`config.mk`:
```
export PLATFORM = sky130hd
export DESIGN_NAME = an_regs
export DESIGN_NICKNAME = d
export VERILOG_FILES = /design/src/hdl/an_regs_pkg.sv /design/src/hdl/lh_flag_if.sv /design/src/hdl/lh_flags.sv /design/src/hdl/an_regs.sv
export VERILOG_INCLUDE_DIRS = /design/src /design/src/hdl
export SDC_FILE = /design/constraint.sdc
export NUM_CORES = 1
export LEC_CHECK = 0
export BUFFER_PORTS_ARGS = -buffer_cell sky130_fd_sc_hd__buf_2
export CORE_ASPECT_RATIO = 0.7
export CORE_MARGIN = 4
export CORE_UTILIZATION = 49
export CTS_BUF_LIST = sky130_fd_sc_hd__clkbuf_16
export DETAILED_ROUTE_END_ITERATION = 12
export PLACE_DENSITY_LB_ADDON = 0.08
export SYNTH_ARGS = -nofsm -noshare
export SYNTH_HDL_FRONTEND = slang
export SYNTH_SLANG_ARGS = --single-unit
```
`constraint.sdc`:
```
create_clock -name core_clk -period 1.9 [get_ports core_clk]
set_input_delay 0.57 -clock core_clk [delete_from_list [all_inputs] [get_ports core_clk]]
set_output_delay 0.57 -clock core_clk [all_outputs]
set_load 0.05 [all_outputs]
```
`src/hdl/an_regs_map.svh`:
```
// Offsets, field positions, reset values for negotiation registers
`ifndef AN_REGS_MAP_SVH
`define AN_REGS_MAP_SVH
`define IDX_ADV 5'h04
`define IDX_PARTNER 5'h05
`define IDX_EXPANSION 5'h06
`define ADV_WR_MASK 16'h2DFF
`define PARTNER_MASK 16'hE7FF
`define SELECTOR_8023 5'h01
`define ADV_RST_FIXED 16'h0081
`define B_NEXT_PAGE 15
`define B_ACK 14
`define B_RFAULT 13
`define B_ASYM 11
`define B_PAUSE 10
`define B_T4 9
`define B_TX_FD 8
`define B_TX_HD 7
`define B_10_FD 6
`define B_10_HD 5
`define B_PD_FAULT 4
`define B_LP_NP 3
`define B_LOC_NP 2
`define B_PAGE_RX 1
`define B_LP_AN 0
`define LH_PAGE 0
`define LH_PDF 1
`endif

```
`src/hdl/an_regs_pkg.sv`:
```
// Types shared by the negotiation register bank
package an_regs_pkg;
  typedef logic [15:0] word_t;
  typedef logic [4:0] index_t;
  typedef logic [2:0] strap_t;
  typedef enum logic [1:0] {
    AN_IDLE = 2'h0,
    AN_LISTEN = 2'h1,
    AN_DONE = 2'h3
  } an_state_t;
  typedef enum logic [1:0] {
    PAUSE_NONE = 2'h0,
    PAUSE_SYM = 2'h1,
    PAUSE_ASYM = 2'h2
  } pause_t;
endpackage

```
`src/hdl/lh_flag_if.sv`:
```
// Carrier between the bank and its latching-high flags
`timescale 1ns/1ps
`default_nettype none
interface lh_flag_if;
  logic [1:0] live;
  logic [1:0] clear;
  logic [1:0] flags;
  modport bank (output live, output clear, input flags);
  modport flag (input live, input clear, output flags);
endinterface
`default_nettype wire

```
`src/hdl/lh_flags.sv`:
```
// Latching-high status flags with set-over-clear
`timescale 1ns/1ps
`default_nettype none
module lh_flags (
  input wire logic core_clk,
  input wire logic arst_n,
  input wire logic soft_rst,
  lh_flag_if.flag lh
);
  logic [1:0] flag_reg;
  logic [1:0] flag_next;

  // Live event wins over a read-clear in the same cycle
  always_comb begin
    flag_next = flag_reg;
    for (int i = 0; i < 2; i++) begin
      if (lh.clear[i]) begin
        flag_next[i] = lh.live[i];
      end
      if (lh.live[i]) begin
        flag_next[i] = 1'b1;
      end
    end
  end

  always_ff @(posedge core_clk or negedge arst_n) begin
    if (!arst_n) begin
      flag_reg <= 2'h0;
    end else if (soft_rst) begin
      flag_reg <= 2'h0;
    end else begin
      flag_reg <= flag_next;
    end
  end

  assign lh.flags = flag_reg;
endmodule
`default_nettype wire

```
`src/hdl/an_regs.sv`:
```
// Negotiation ability registers with result resolution
// Notes on behaviour
// - Index 4 holds local advertisement; bits 15:14, 12, 9 read zero.
// - Advertised remote fault writable, reset 0; partner fault read-only.
// - Pause field 11:10 resets 00; none, sym, asym, both.
// - Both pause bits advertised still resolve to at most one kind.
// - Advertised bits 8, 6, 5 reset from the mode straps.
// - Advertised 100 half-duplex resets 1; partner copy resets 0.
// - Selector 4:0 resets 00001; writable locally, read-only for partner.
// - Index 5 is read-only partner word; bits 12:11 read zero.
// - Partner next-page bit resets 0; no next-page exchange here.
// - Partner bit 14 sets once a code word arrives, 0 before.
// - Partner bit 10 reports partner pause support, reset 0.
// - Partner bit 9 reports partner T4 ability, reset 0.
// - Partner bits 8, 6, 5 report received abilities, reset 0.
// - Index 6 expansion register; bits 15:5 read zero.
// - Expansion bit 4 latches parallel detection fault.
// - Expansion bit 3 shows partner next-page ability.
// - Expansion bit 2 shows local next-page ability, reads 0.
// - Expansion bit 1 latches reception of a new page.
// - Expansion bit 0 shows partner negotiation ability.
// - Negotiation runs only when enabled; results override manual choices.
// - Complete flag sets when negotiation ends, 0 until then.
`timescale 1ns/1ps
`default_nettype none
`include "an_regs_map.svh"
module an_regs (
  input wire logic core_clk,
  input wire logic arst_n,
  input wire logic soft_rst,
  input wire an_regs_pkg::strap_t mode_strap,
  input wire an_regs_pkg::index_t mgmt_index,
  input wire logic mgmt_wr,
  input wire logic mgmt_rd,
  input wire an_regs_pkg::word_t mgmt_wdata,
  output an_regs_pkg::word_t mgmt_rdata,
  output logic mgmt_rvalid,
  input wire logic an_enable,
  input wire logic an_restart,
  input wire logic manual_speed_100,
  input wire logic manual_full_duplex,
  input wire logic page_rx_valid,
  input wire an_regs_pkg::word_t page_rx_word,
  input wire logic partner_an_able,
  input wire logic parallel_fault,
  output an_regs_pkg::word_t adv_word,
  output logic an_complete,
  output logic link_speed_100,
  output logic link_full_duplex,
  output an_regs_pkg::pause_t pause_mode
);
  import an_regs_pkg::*;

  lh_flag_if lh ();

  word_t adv_reg;
  word_t adv_next;
  word_t partner_reg;
  word_t partner_next;
  word_t adv_word_reg;
  word_t rdata_reg;
  word_t rdata_next;
  logic rvalid_reg;
  logic strap_taken_reg;
  strap_t strap_reg;
  logic lp_an_reg;
  an_state_t state_reg;
  an_state_t state_next;
  logic complete_reg;
  logic speed_reg;
  logic speed_next;
  logic duplex_reg;
  logic duplex_next;
  pause_t pause_reg;
  pause_t pause_next;
  word_t exp_word;
  logic [3:0] common;
  logic page_ok;
  logic exp_read;
  logic lp_asym_reg;
  logic lp_asym_next;

  // Reset image of the advertisement, straps fill 8, 6 and 5
  function automatic word_t adv_default(input strap_t s);
    word_t w;
    w = `ADV_RST_FIXED;
    w[`B_TX_FD] = s[2];
    w[`B_10_FD] = s[1];
    w[`B_10_HD] = s[0];
    return w;
  endfunction

  // Partner word as stored: reserved and fixed fields masked
  function automatic word_t partner_image(input word_t w);
    word_t p;
    p = w & `PARTNER_MASK;
    p[`B_ACK] = 1'b1;
    return p;
  endfunction

  // Straps are caught by a clock edge after release, never by reset
  always_ff @(posedge core_clk or negedge arst_n) begin
    if (!arst_n) begin
      strap_taken_reg <= 1'b0;
      strap_reg <= 3'h0;
    end else if (!strap_taken_reg) begin
      strap_taken_reg <= 1'b1;
      strap_reg <= mode_strap;
    end
  end

  // Advertisement register
  always_comb begin
    adv_next = adv_reg;
    if (!strap_taken_reg) begin
      adv_next = adv_default(mode_strap);
    end else if (soft_rst) begin
      adv_next = adv_default(strap_reg);
    end else if (mgmt_wr && mgmt_index == `IDX_ADV) begin
      adv_next = mgmt_wdata & `ADV_WR_MASK;
    end
  end

  always_ff @(posedge core_clk or negedge arst_n) begin
    if (!arst_n) begin
      adv_reg <= `ADV_RST_FIXED;
    end else begin
      adv_reg <= adv_next;
    end
  end

  // Word offered to the link follows the register
  always_ff @(posedge core_clk or negedge arst_n) begin
    if (!arst_n) begin
      adv_word_reg <= `ADV_RST_FIXED;
    end else begin
      adv_word_reg <= adv_next;
    end
  end

  // A code word counts only once the sequence has left idle
  assign page_ok = page_rx_valid && state_reg != AN_IDLE;
  assign exp_read = mgmt_rd && mgmt_index == `IDX_EXPANSION;

  // Partner register, loaded only by received code words
  always_comb begin
    partner_next = partner_reg;
    if (soft_rst) begin
      partner_next = {11'h000, `SELECTOR_8023};
    end else if (page_ok) begin
      partner_next = partner_image(page_rx_word);
    end
  end

  always_ff @(posedge core_clk or negedge arst_n) begin
    if (!arst_n) begin
      partner_reg <= {11'h000, `SELECTOR_8023};
    end else begin
      partner_reg <= partner_next;
    end
  end

  // Partner asym bit reads as reserved, so it is kept aside for pause
  always_comb begin
    lp_asym_next = lp_asym_reg;
    if (soft_rst) begin
      lp_asym_next = 1'b0;
    end else if (page_ok) begin
      lp_asym_next = page_rx_word[`B_ASYM];
    end
  end

  always_ff @(posedge core_clk or negedge arst_n) begin
    if (!arst_n) begin
      lp_asym_reg <= 1'b0;
    end else begin
      lp_asym_reg <= lp_asym_next;
    end
  end

  always_ff @(posedge core_clk or negedge arst_n) begin
    if (!arst_n) begin
      lp_an_reg <= 1'b0;
    end else if (soft_rst) begin
      lp_an_reg <= 1'b0;
    end else begin
      lp_an_reg <= partner_an_able;
    end
  end

  // Latching flags: live events and read-clear
  always_comb begin
    lh.live[`LH_PAGE] = page_ok;
    lh.live[`LH_PDF] = parallel_fault;
    lh.clear[`LH_PAGE] = exp_read && lh.flags[`LH_PAGE];
    lh.clear[`LH_PDF] = exp_read && lh.flags[`LH_PDF];
  end

  lh_flags u_flags (
    .core_clk(core_clk),
    .arst_n(arst_n),
    .soft_rst(soft_rst),
    .lh(lh)
  );

  always_comb begin
    exp_word = 16'h0000;
    exp_word[`B_PD_FAULT] = lh.flags[`LH_PDF];
    exp_word[`B_LP_NP] = partner_reg[`B_NEXT_PAGE];
    exp_word[`B_LOC_NP] = 1'b0;
    exp_word[`B_PAGE_RX] = lh.flags[`LH_PAGE];
    exp_word[`B_LP_AN] = lp_an_reg;
  end

  // Management read port; unmapped indexes read zero
  always_comb begin
    rdata_next = rdata_reg;
    if (mgmt_rd) begin
      case (mgmt_index)
        `IDX_ADV: rdata_next = adv_reg;
        `IDX_PARTNER: rdata_next = partner_reg;
        `IDX_EXPANSION: rdata_next = exp_word;
        default: rdata_next = 16'h0000;
      endcase
    end
  end

  always_ff @(posedge core_clk or negedge arst_n) begin
    if (!arst_n) begin
      rdata_reg <= 16'h0000;
    end else begin
      rdata_reg <= rdata_next;
    end
  end

  always_ff @(posedge core_clk or negedge arst_n) begin
    if (!arst_n) begin
      rvalid_reg <= 1'b0;
    end else begin
      rvalid_reg <= mgmt_rd;
    end
  end

  // Negotiation sequence
  always_comb begin
    state_next = state_reg;
    case (state_reg)
      AN_IDLE: begin
        if (an_enable) begin
          state_next = AN_LISTEN;
        end
      end
      AN_LISTEN: begin
        if (page_rx_valid) begin
          state_next = AN_DONE;
        end
      end
      AN_DONE: state_next = AN_DONE;
      default: state_next = AN_IDLE;
    endcase
    // Disable or restart abandons any progress at once
    if (!an_enable || an_restart || soft_rst) begin
      state_next = AN_IDLE;
    end
  end

  always_ff @(posedge core_clk or negedge arst_n) begin
    if (!arst_n) begin
      state_reg <= AN_IDLE;
    end else begin
      state_reg <= state_next;
    end
  end

  always_ff @(posedge core_clk or negedge arst_n) begin
    if (!arst_n) begin
      complete_reg <= 1'b0;
    end else begin
      complete_reg <= state_next == AN_DONE;
    end
  end

  // Highest common ability: 100 full, 100 half, 10 full, 10 half
  assign common = {
    adv_reg[`B_TX_FD] & partner_next[`B_TX_FD],
    adv_reg[`B_TX_HD] & partner_next[`B_TX_HD],
    adv_reg[`B_10_FD] & partner_next[`B_10_FD],
    adv_reg[`B_10_HD] & partner_next[`B_10_HD]
  };

  always_comb begin
    speed_next = manual_speed_100;
    duplex_next = manual_full_duplex;
    pause_next = PAUSE_NONE;
    if (an_enable) begin
      // Stay at 10 half until a result exists
      speed_next = 1'b0;
      duplex_next = 1'b0;
      if (state_next == AN_DONE) begin
        if (common[3]) begin
          speed_next = 1'b1;
          duplex_next = 1'b1;
        end else if (common[2]) begin
          speed_next = 1'b1;
        end else if (common[1]) begin
          duplex_next = 1'b1;
        end
        // One pause kind at most even when both advertised
        if (adv_reg[`B_PAUSE] && partner_next[`B_PAUSE]) begin
          pause_next = PAUSE_SYM;
        end else if (adv_reg[`B_ASYM] && lp_asym_next) begin
          pause_next = PAUSE_ASYM;
        end
        // Pause needs full duplex to mean anything
        if (!duplex_next) begin
          pause_next = PAUSE_NONE;
        end
      end
    end
  end

  always_ff @(posedge core_clk or negedge arst_n) begin
    if (!arst_n) begin
      speed_reg <= 1'b0;
      duplex_reg <= 1'b0;
      pause_reg <= PAUSE_NONE;
    end else begin
      speed_reg <= speed_next;
      duplex_reg <= duplex_next;
      pause_reg <= pause_next;
    end
  end

  assign mgmt_rdata = rdata_reg;
  assign mgmt_rvalid = rvalid_reg;
  assign adv_word = adv_word_reg;
  assign an_complete = complete_reg;
  assign link_speed_100 = speed_reg;
  assign link_full_duplex = duplex_reg;
  assign pause_mode = pause_reg;
endmodule
`default_nettype wire

```
# After elaboration in Yosys (flattened, before gate mapping)

Index checks and enable logic that the tools add are counted.

Equality and inequality tests: 7
Mux-type cells: 34
Bitwise gates (word level): 3
Reductions and logical operators: 15

Operators with widths:

| operator                                                                 | count |
|---|---|
| 16-bit two-way mux                                                       | 5 |
| 16-bit case mux with 3 select lines                                      | 1 |
| 1-bit two-way mux                                                        | 18 |
| 2-bit two-way mux                                                        | 9 |
| 5-bit by 3-bit == test with 1-bit output (second input constant)         | 3 |
| 1-bit logical AND                                                        | 7 |
| 2-bit case mux with 3 select lines                                       | 1 |
| 3-bit nonzero test                                                       | 2 |
| 2-bit == test (second input constant)                                    | 2 |
| 2-bit nonzero test                                                       | 2 |
| 1-bit bitwise AND                                                        | 3 |
| 3-bit by 2-bit inequality test with 1-bit output (second input constant) | 1 |
| 2-bit by 1-bit == test with 1-bit output (second input constant)         | 1 |
| 2-bit logical NOT                                                        | 1 |
| 1-bit logical OR                                                         | 2 |
| 1-bit logical NOT                                                        | 1 |

Register bits after elaboration: 64
Output and inout bits: 38

# Depth between registers and ports, before layout

Word-level depth: 13
Gate-level depth with buffers: 6
Depth with buffers taken out: 5

# Cells and area by module

Synthesis repeated with hierarchy kept, for this count alone.

Cell total of the unflattened synthesis: 262
Area, all modules: 2577.5 um^2

Modules (own cells, without submodules):

| module   | instances | cells each | area each (um^2) | seq. area each (um^2) |
|---|---|---|---|---|
| an_regs  | 1         | 254        | 2497.4           | 1405.1 |
| lh_flags | 1         | 8          | 80.1             | 50.0 |

# Worst setup path after synthesis

Ideal clock, no wire load.

Path type: input to register
Start: in soft_rst
End: reg speed_reg (netlist: link_speed_100)
Arrival time: 1.731 ns
Data required time: 1.810 ns
Path slack: 0.078 ns
Stages on the path: 4
Buffers on the path: 0
Path through: or3b_1 > or2_4 > or4b_1 > o221ai_1

Cells in the longest elaborated chain, start to end: 6
Elaborated cells between the ends (all ways): 10
Classes of those cells: eq/ne: 1; mux: 6; bitwise: 2; reduce/logical: 1

Ends and longest elaborated chain:

| item                  | line           | RTL |
|---|---|---|
| from (decl)           | an_regs.sv:30  | `input wire logic soft_rst,` |
| 16-bit two-way mux    | an_regs.sv:148 | `if (soft_rst) begin` |
| 1-bit bitwise AND     | an_regs.sv:286 | `` adv_reg[`B_TX_HD] & partner_next[`B_TX_HD], `` |
| 1-bit two-way mux     | an_regs.sv:303 | `end else if (common[2]) begin` |
| 1-bit two-way mux     | an_regs.sv:300 | `if (common[3]) begin` |
| 1-bit two-way mux (*) | an_regs.sv:299 | `if (state_next == AN_DONE) begin` |
| 1-bit two-way mux (*) | an_regs.sv:295 | `if (an_enable) begin` |
| net speed_next        | an_regs.sv:71  | `logic speed_next;` |
| to (signal assigned)  | an_regs.sv:328 | `speed_reg <= speed_next;` |
| to (decl)             | an_regs.sv:70  | `logic speed_reg;` |

Mark *: on every way through the listed nets, which the timed path passes. The rest lies on a longest branch.
A chain may end at the register's enable or synchronous reset.

# Worst setup path in the final report

Start: reg adv_word_reg[7] (netlist: adv_word[7])
End: out adv_word[7]

RTL lines:

| item                   | line           | RTL |
|---|---|---|
| from (decl)            | an_regs.sv:60  | `word_t adv_word_reg;` |
| from (signal assigned) | an_regs.sv:135 | `` adv_word_reg <= `ADV_RST_FIXED; `` |
| from (signal assigned) | an_regs.sv:137 | `adv_word_reg <= adv_next;` |
| to (decl)              | an_regs.sv:46  | `output an_regs_pkg::word_t adv_word,` |

No word-level cell between the ends.

==> flow_summary.toml <==
[clock_tree]
clk_pin_slew_worst_paths_ns = 0.05
tritoncts = "yes"
htreeDepth = 3
clockBufferDepth = 2
postCtsSetupBuffers = 0
postCtsResizedCells = 0
ctsHoldBuffers = 0
cts_buffers = 9
clk_latency_ns = 0.32
clock-root-buffer = "clkbuf_16"
cts_sinks = 58

[finish]
design_area_um2 = 3349
largest_reg_flops = 16
area_growth_pct = 31.94
fin_cells = 407
fillers = 431
drive_gt1_share_pct = 34.91
diodes = 0
nets = 386
multi_input_area_um2 = 965.9
post-route-util_pct = 68.54
ff_latch_area_um2 = 1455

[floorplan]
fp.dieW_um = 94.03
fp-row-count = 21
die_y_um = 68.22
die_area_um2 = 6415
initial_core_util_pct = 51.95
pin_count = 90
core-area_um2 = 4887

[setup_path]
reg2reg_from = "state_reg[1]"
start_kind = "flip-flop"
crit_path_end_kind = "output pin"
r2r_setup_slack_ns = 0.40
crit_chain = "buf_2"
cp_data_arrival_time_ns = 1.19
reg2reg_to = "pause_mode[0]"
r2r_cells = 5
crit_path_max_fanout = 6
worst-path-buf-inv = 1
critical_path.top_delay_family = "flip-flops"
cp_slowest_cell = "dfstp_2"
path_class = "flip-flop to output pin"
cp.required_ns = 1.33
critPathMaxStageDelay_ns = 0.58
cp-startpoint = "adv_word[7]"

[detailed_routing]
drtIter0Drc = 142
routed_wirelength_um = 6008
ant_nets = 0
vias_per_cell = 4.966
firstDrtPassIters = 4
routed-via-count = 2021
wl_per_cell_um = 14.76
drc = 0

[power_and_ir_drop]
ir_drop_v = 0.0006281
power_leakage_nw = 1.730
powerDensity_nw_per_um2 = 927.2

[sta]
tightest_slew_ns = 0.5643
fin_hold_ws_ns = 0.2349
fmax_mhz = 569.5
finalCriticalPeriod_ns = 1.756
fin_skew_ns = 0.005177
rsz0062_at_grt = "false"
fin_crit_sh_pct = 92.41
slew_violations = 0
hold_viol_final = 0
slew_headroom_pct = 62.24
finalSetupViolCount = 0

[placed_design]
gp_congestion = 0.7933
dp.cells = 392
portBuffers = 79
dpl_cell_area_um2 = 3065
hpwl_um = 4292

[logic_synthesis]
synth_fa_ha_area_share_pct = 0
yosysSeqAreaShare_pct = 57.32
yosysUniqueCellTypes = 33
synthSimpleGateAreaFrac_pct = 16.31
yosys_warnings = 0
synth_top_area_share_pct = 54.21
synth-seq-cells = 58
yosys-top-cells-area = "dfrtp_1, mux2i_1, nand2_1"
synth_edf_count = 0
postSynthAreaPerCell_um2 = 10.45
synth_mux_area_share_pct = 10.15
synth_compound_area_share_pct = 10.84
netlist.top_cell.by_area = "dfrtp_1"
synthCells = 243
ys_async_sr_fraction_pct = 100.0
synth-main-ff-cell = "dfrtp_1"
netlist_area_um2 = 2539
synth_top_family_by_area = "simple AND/OR/NAND/NOR gates"
synth-xor-area-share_pct = 0

[flow_run]
maxCapViolations = 0

[grt]
grt_pass1_wl_um = 9611
grt_usage_pct = 20.57
first_global_vias = 1926
grt-ovfl-total = 0
antenna_found_initial = 0
grt_max_degree = 59

[worst_hold_path]
holdCritPathClass = "input pin to async pin"

[outcome]
outcome = "complete, no violations"
report_power, final:
part	leakage [nW]	internal [mW]	switching [mW]
clock	0.135	0.995	0.534
combinational	0.822	0.103	0.176
sequential	0.773	1.27	0.0264
total	1.73	2.37	0.737
layout by cell type (no fill, tap or decap), types with 2 or more instances in the layout:
| cell type | netlist | final |
|---|---|---|
| inv_1 | 14 | 14 |
| nor2_1 | 23 | 23 |
| clkbuf_16 | 0 | 9 |
| dfstp_2 | 3 | 3 |
| nand2_1 | 35 | 35 |
| nand2b_1 | 3 | 3 |
| buf_2 | 4 | 79 |
| dfrtp_1 | 55 | 55 |
| o21ai_0 | 6 | 5 |
| nor2b_1 | 12 | 12 |
| clkinvlp_4 | 0 | 2 |
| conb_1 | 2 | 5 |
| clkinv_2 | 0 | 2 |
| mux2i_1 | 19 | 19 |
| nand3b_1 | 2 | 2 |
| a221o_1 | 7 | 7 |
| buf_4 | 4 | 12 |
| nand3_1 | 2 | 2 |
| mux2_2 | 6 | 6 |
| o22ai_1 | 5 | 5 |
| a21oi_1 | 20 | 20 |
| and3b_1 | 2 | 2 |
cell usage after synthesis (all sizes together) (2+ instances only):
cell and count:
dfrtp 55, clkbuf 5, a21oi 20, nand2b 3
o21ai 6, o22ai 5, mux2 6, and3b 2
nand3 2, nor2 23, nor2b 12, buf 10
inv 14, nand2 35, a221o 7, mux2i 19
conb 2, dfstp 3, nand3b 2
cell type report:
class / count / share of cell area [%]
flip-flops and latches: 58 / 43.44
multi-input cells: 159 / 28.84
well taps: 69 / 2.578
clock buffers: 9 / 6.724
repair buffers: 92 / 15.09
inverters: 14 / 1.569
clock inverters: 6 / 1.756
layer usage:
| layer | track usage (%) | share of wire [%] |
|---|---|---|
| met1 | 29.70 | 49 |
| met5 | 0 | 0 |
| met3 | 8.352 | 7.9 |
| met2 | 28.03 | 43 |
| met4 | 6.667 | 0.38 |
kinds of logic after synthesis:
kind of cell | count (synthesis)
and+or+nand+nor | 86
DFF | 58
AOI/OAI and AO/OA | 43
buffers and inverters | 29
muxes | 25
other | 2
through the flow:
step	setup TNS [ns]	power [mW]	setup slack, ns
2_1_floorplan	0	1.469	0.07828
3_3_place_gp	-0.1858	1.596	-0.06613
3_5_place_dp	-0.2399	1.598	-0.08885
4_1_cts	0	3.135	0.1280
5_1_grt	0	3.239	0.1008
6_report	0	3.105	0.1442
worst max path at each step:
stage,end,cells past startpoint
4_1_cts,adv_word[7],1
2_1_floorplan,link_speed_100,4
3_5_place_dp,pause_mode[1],5
5_1_grt,adv_word[7],1
6_report,adv_word[7],1
3_3_place_gp,link_speed_100,5
No activity file was read; power rests on OpenSTA's default activity.
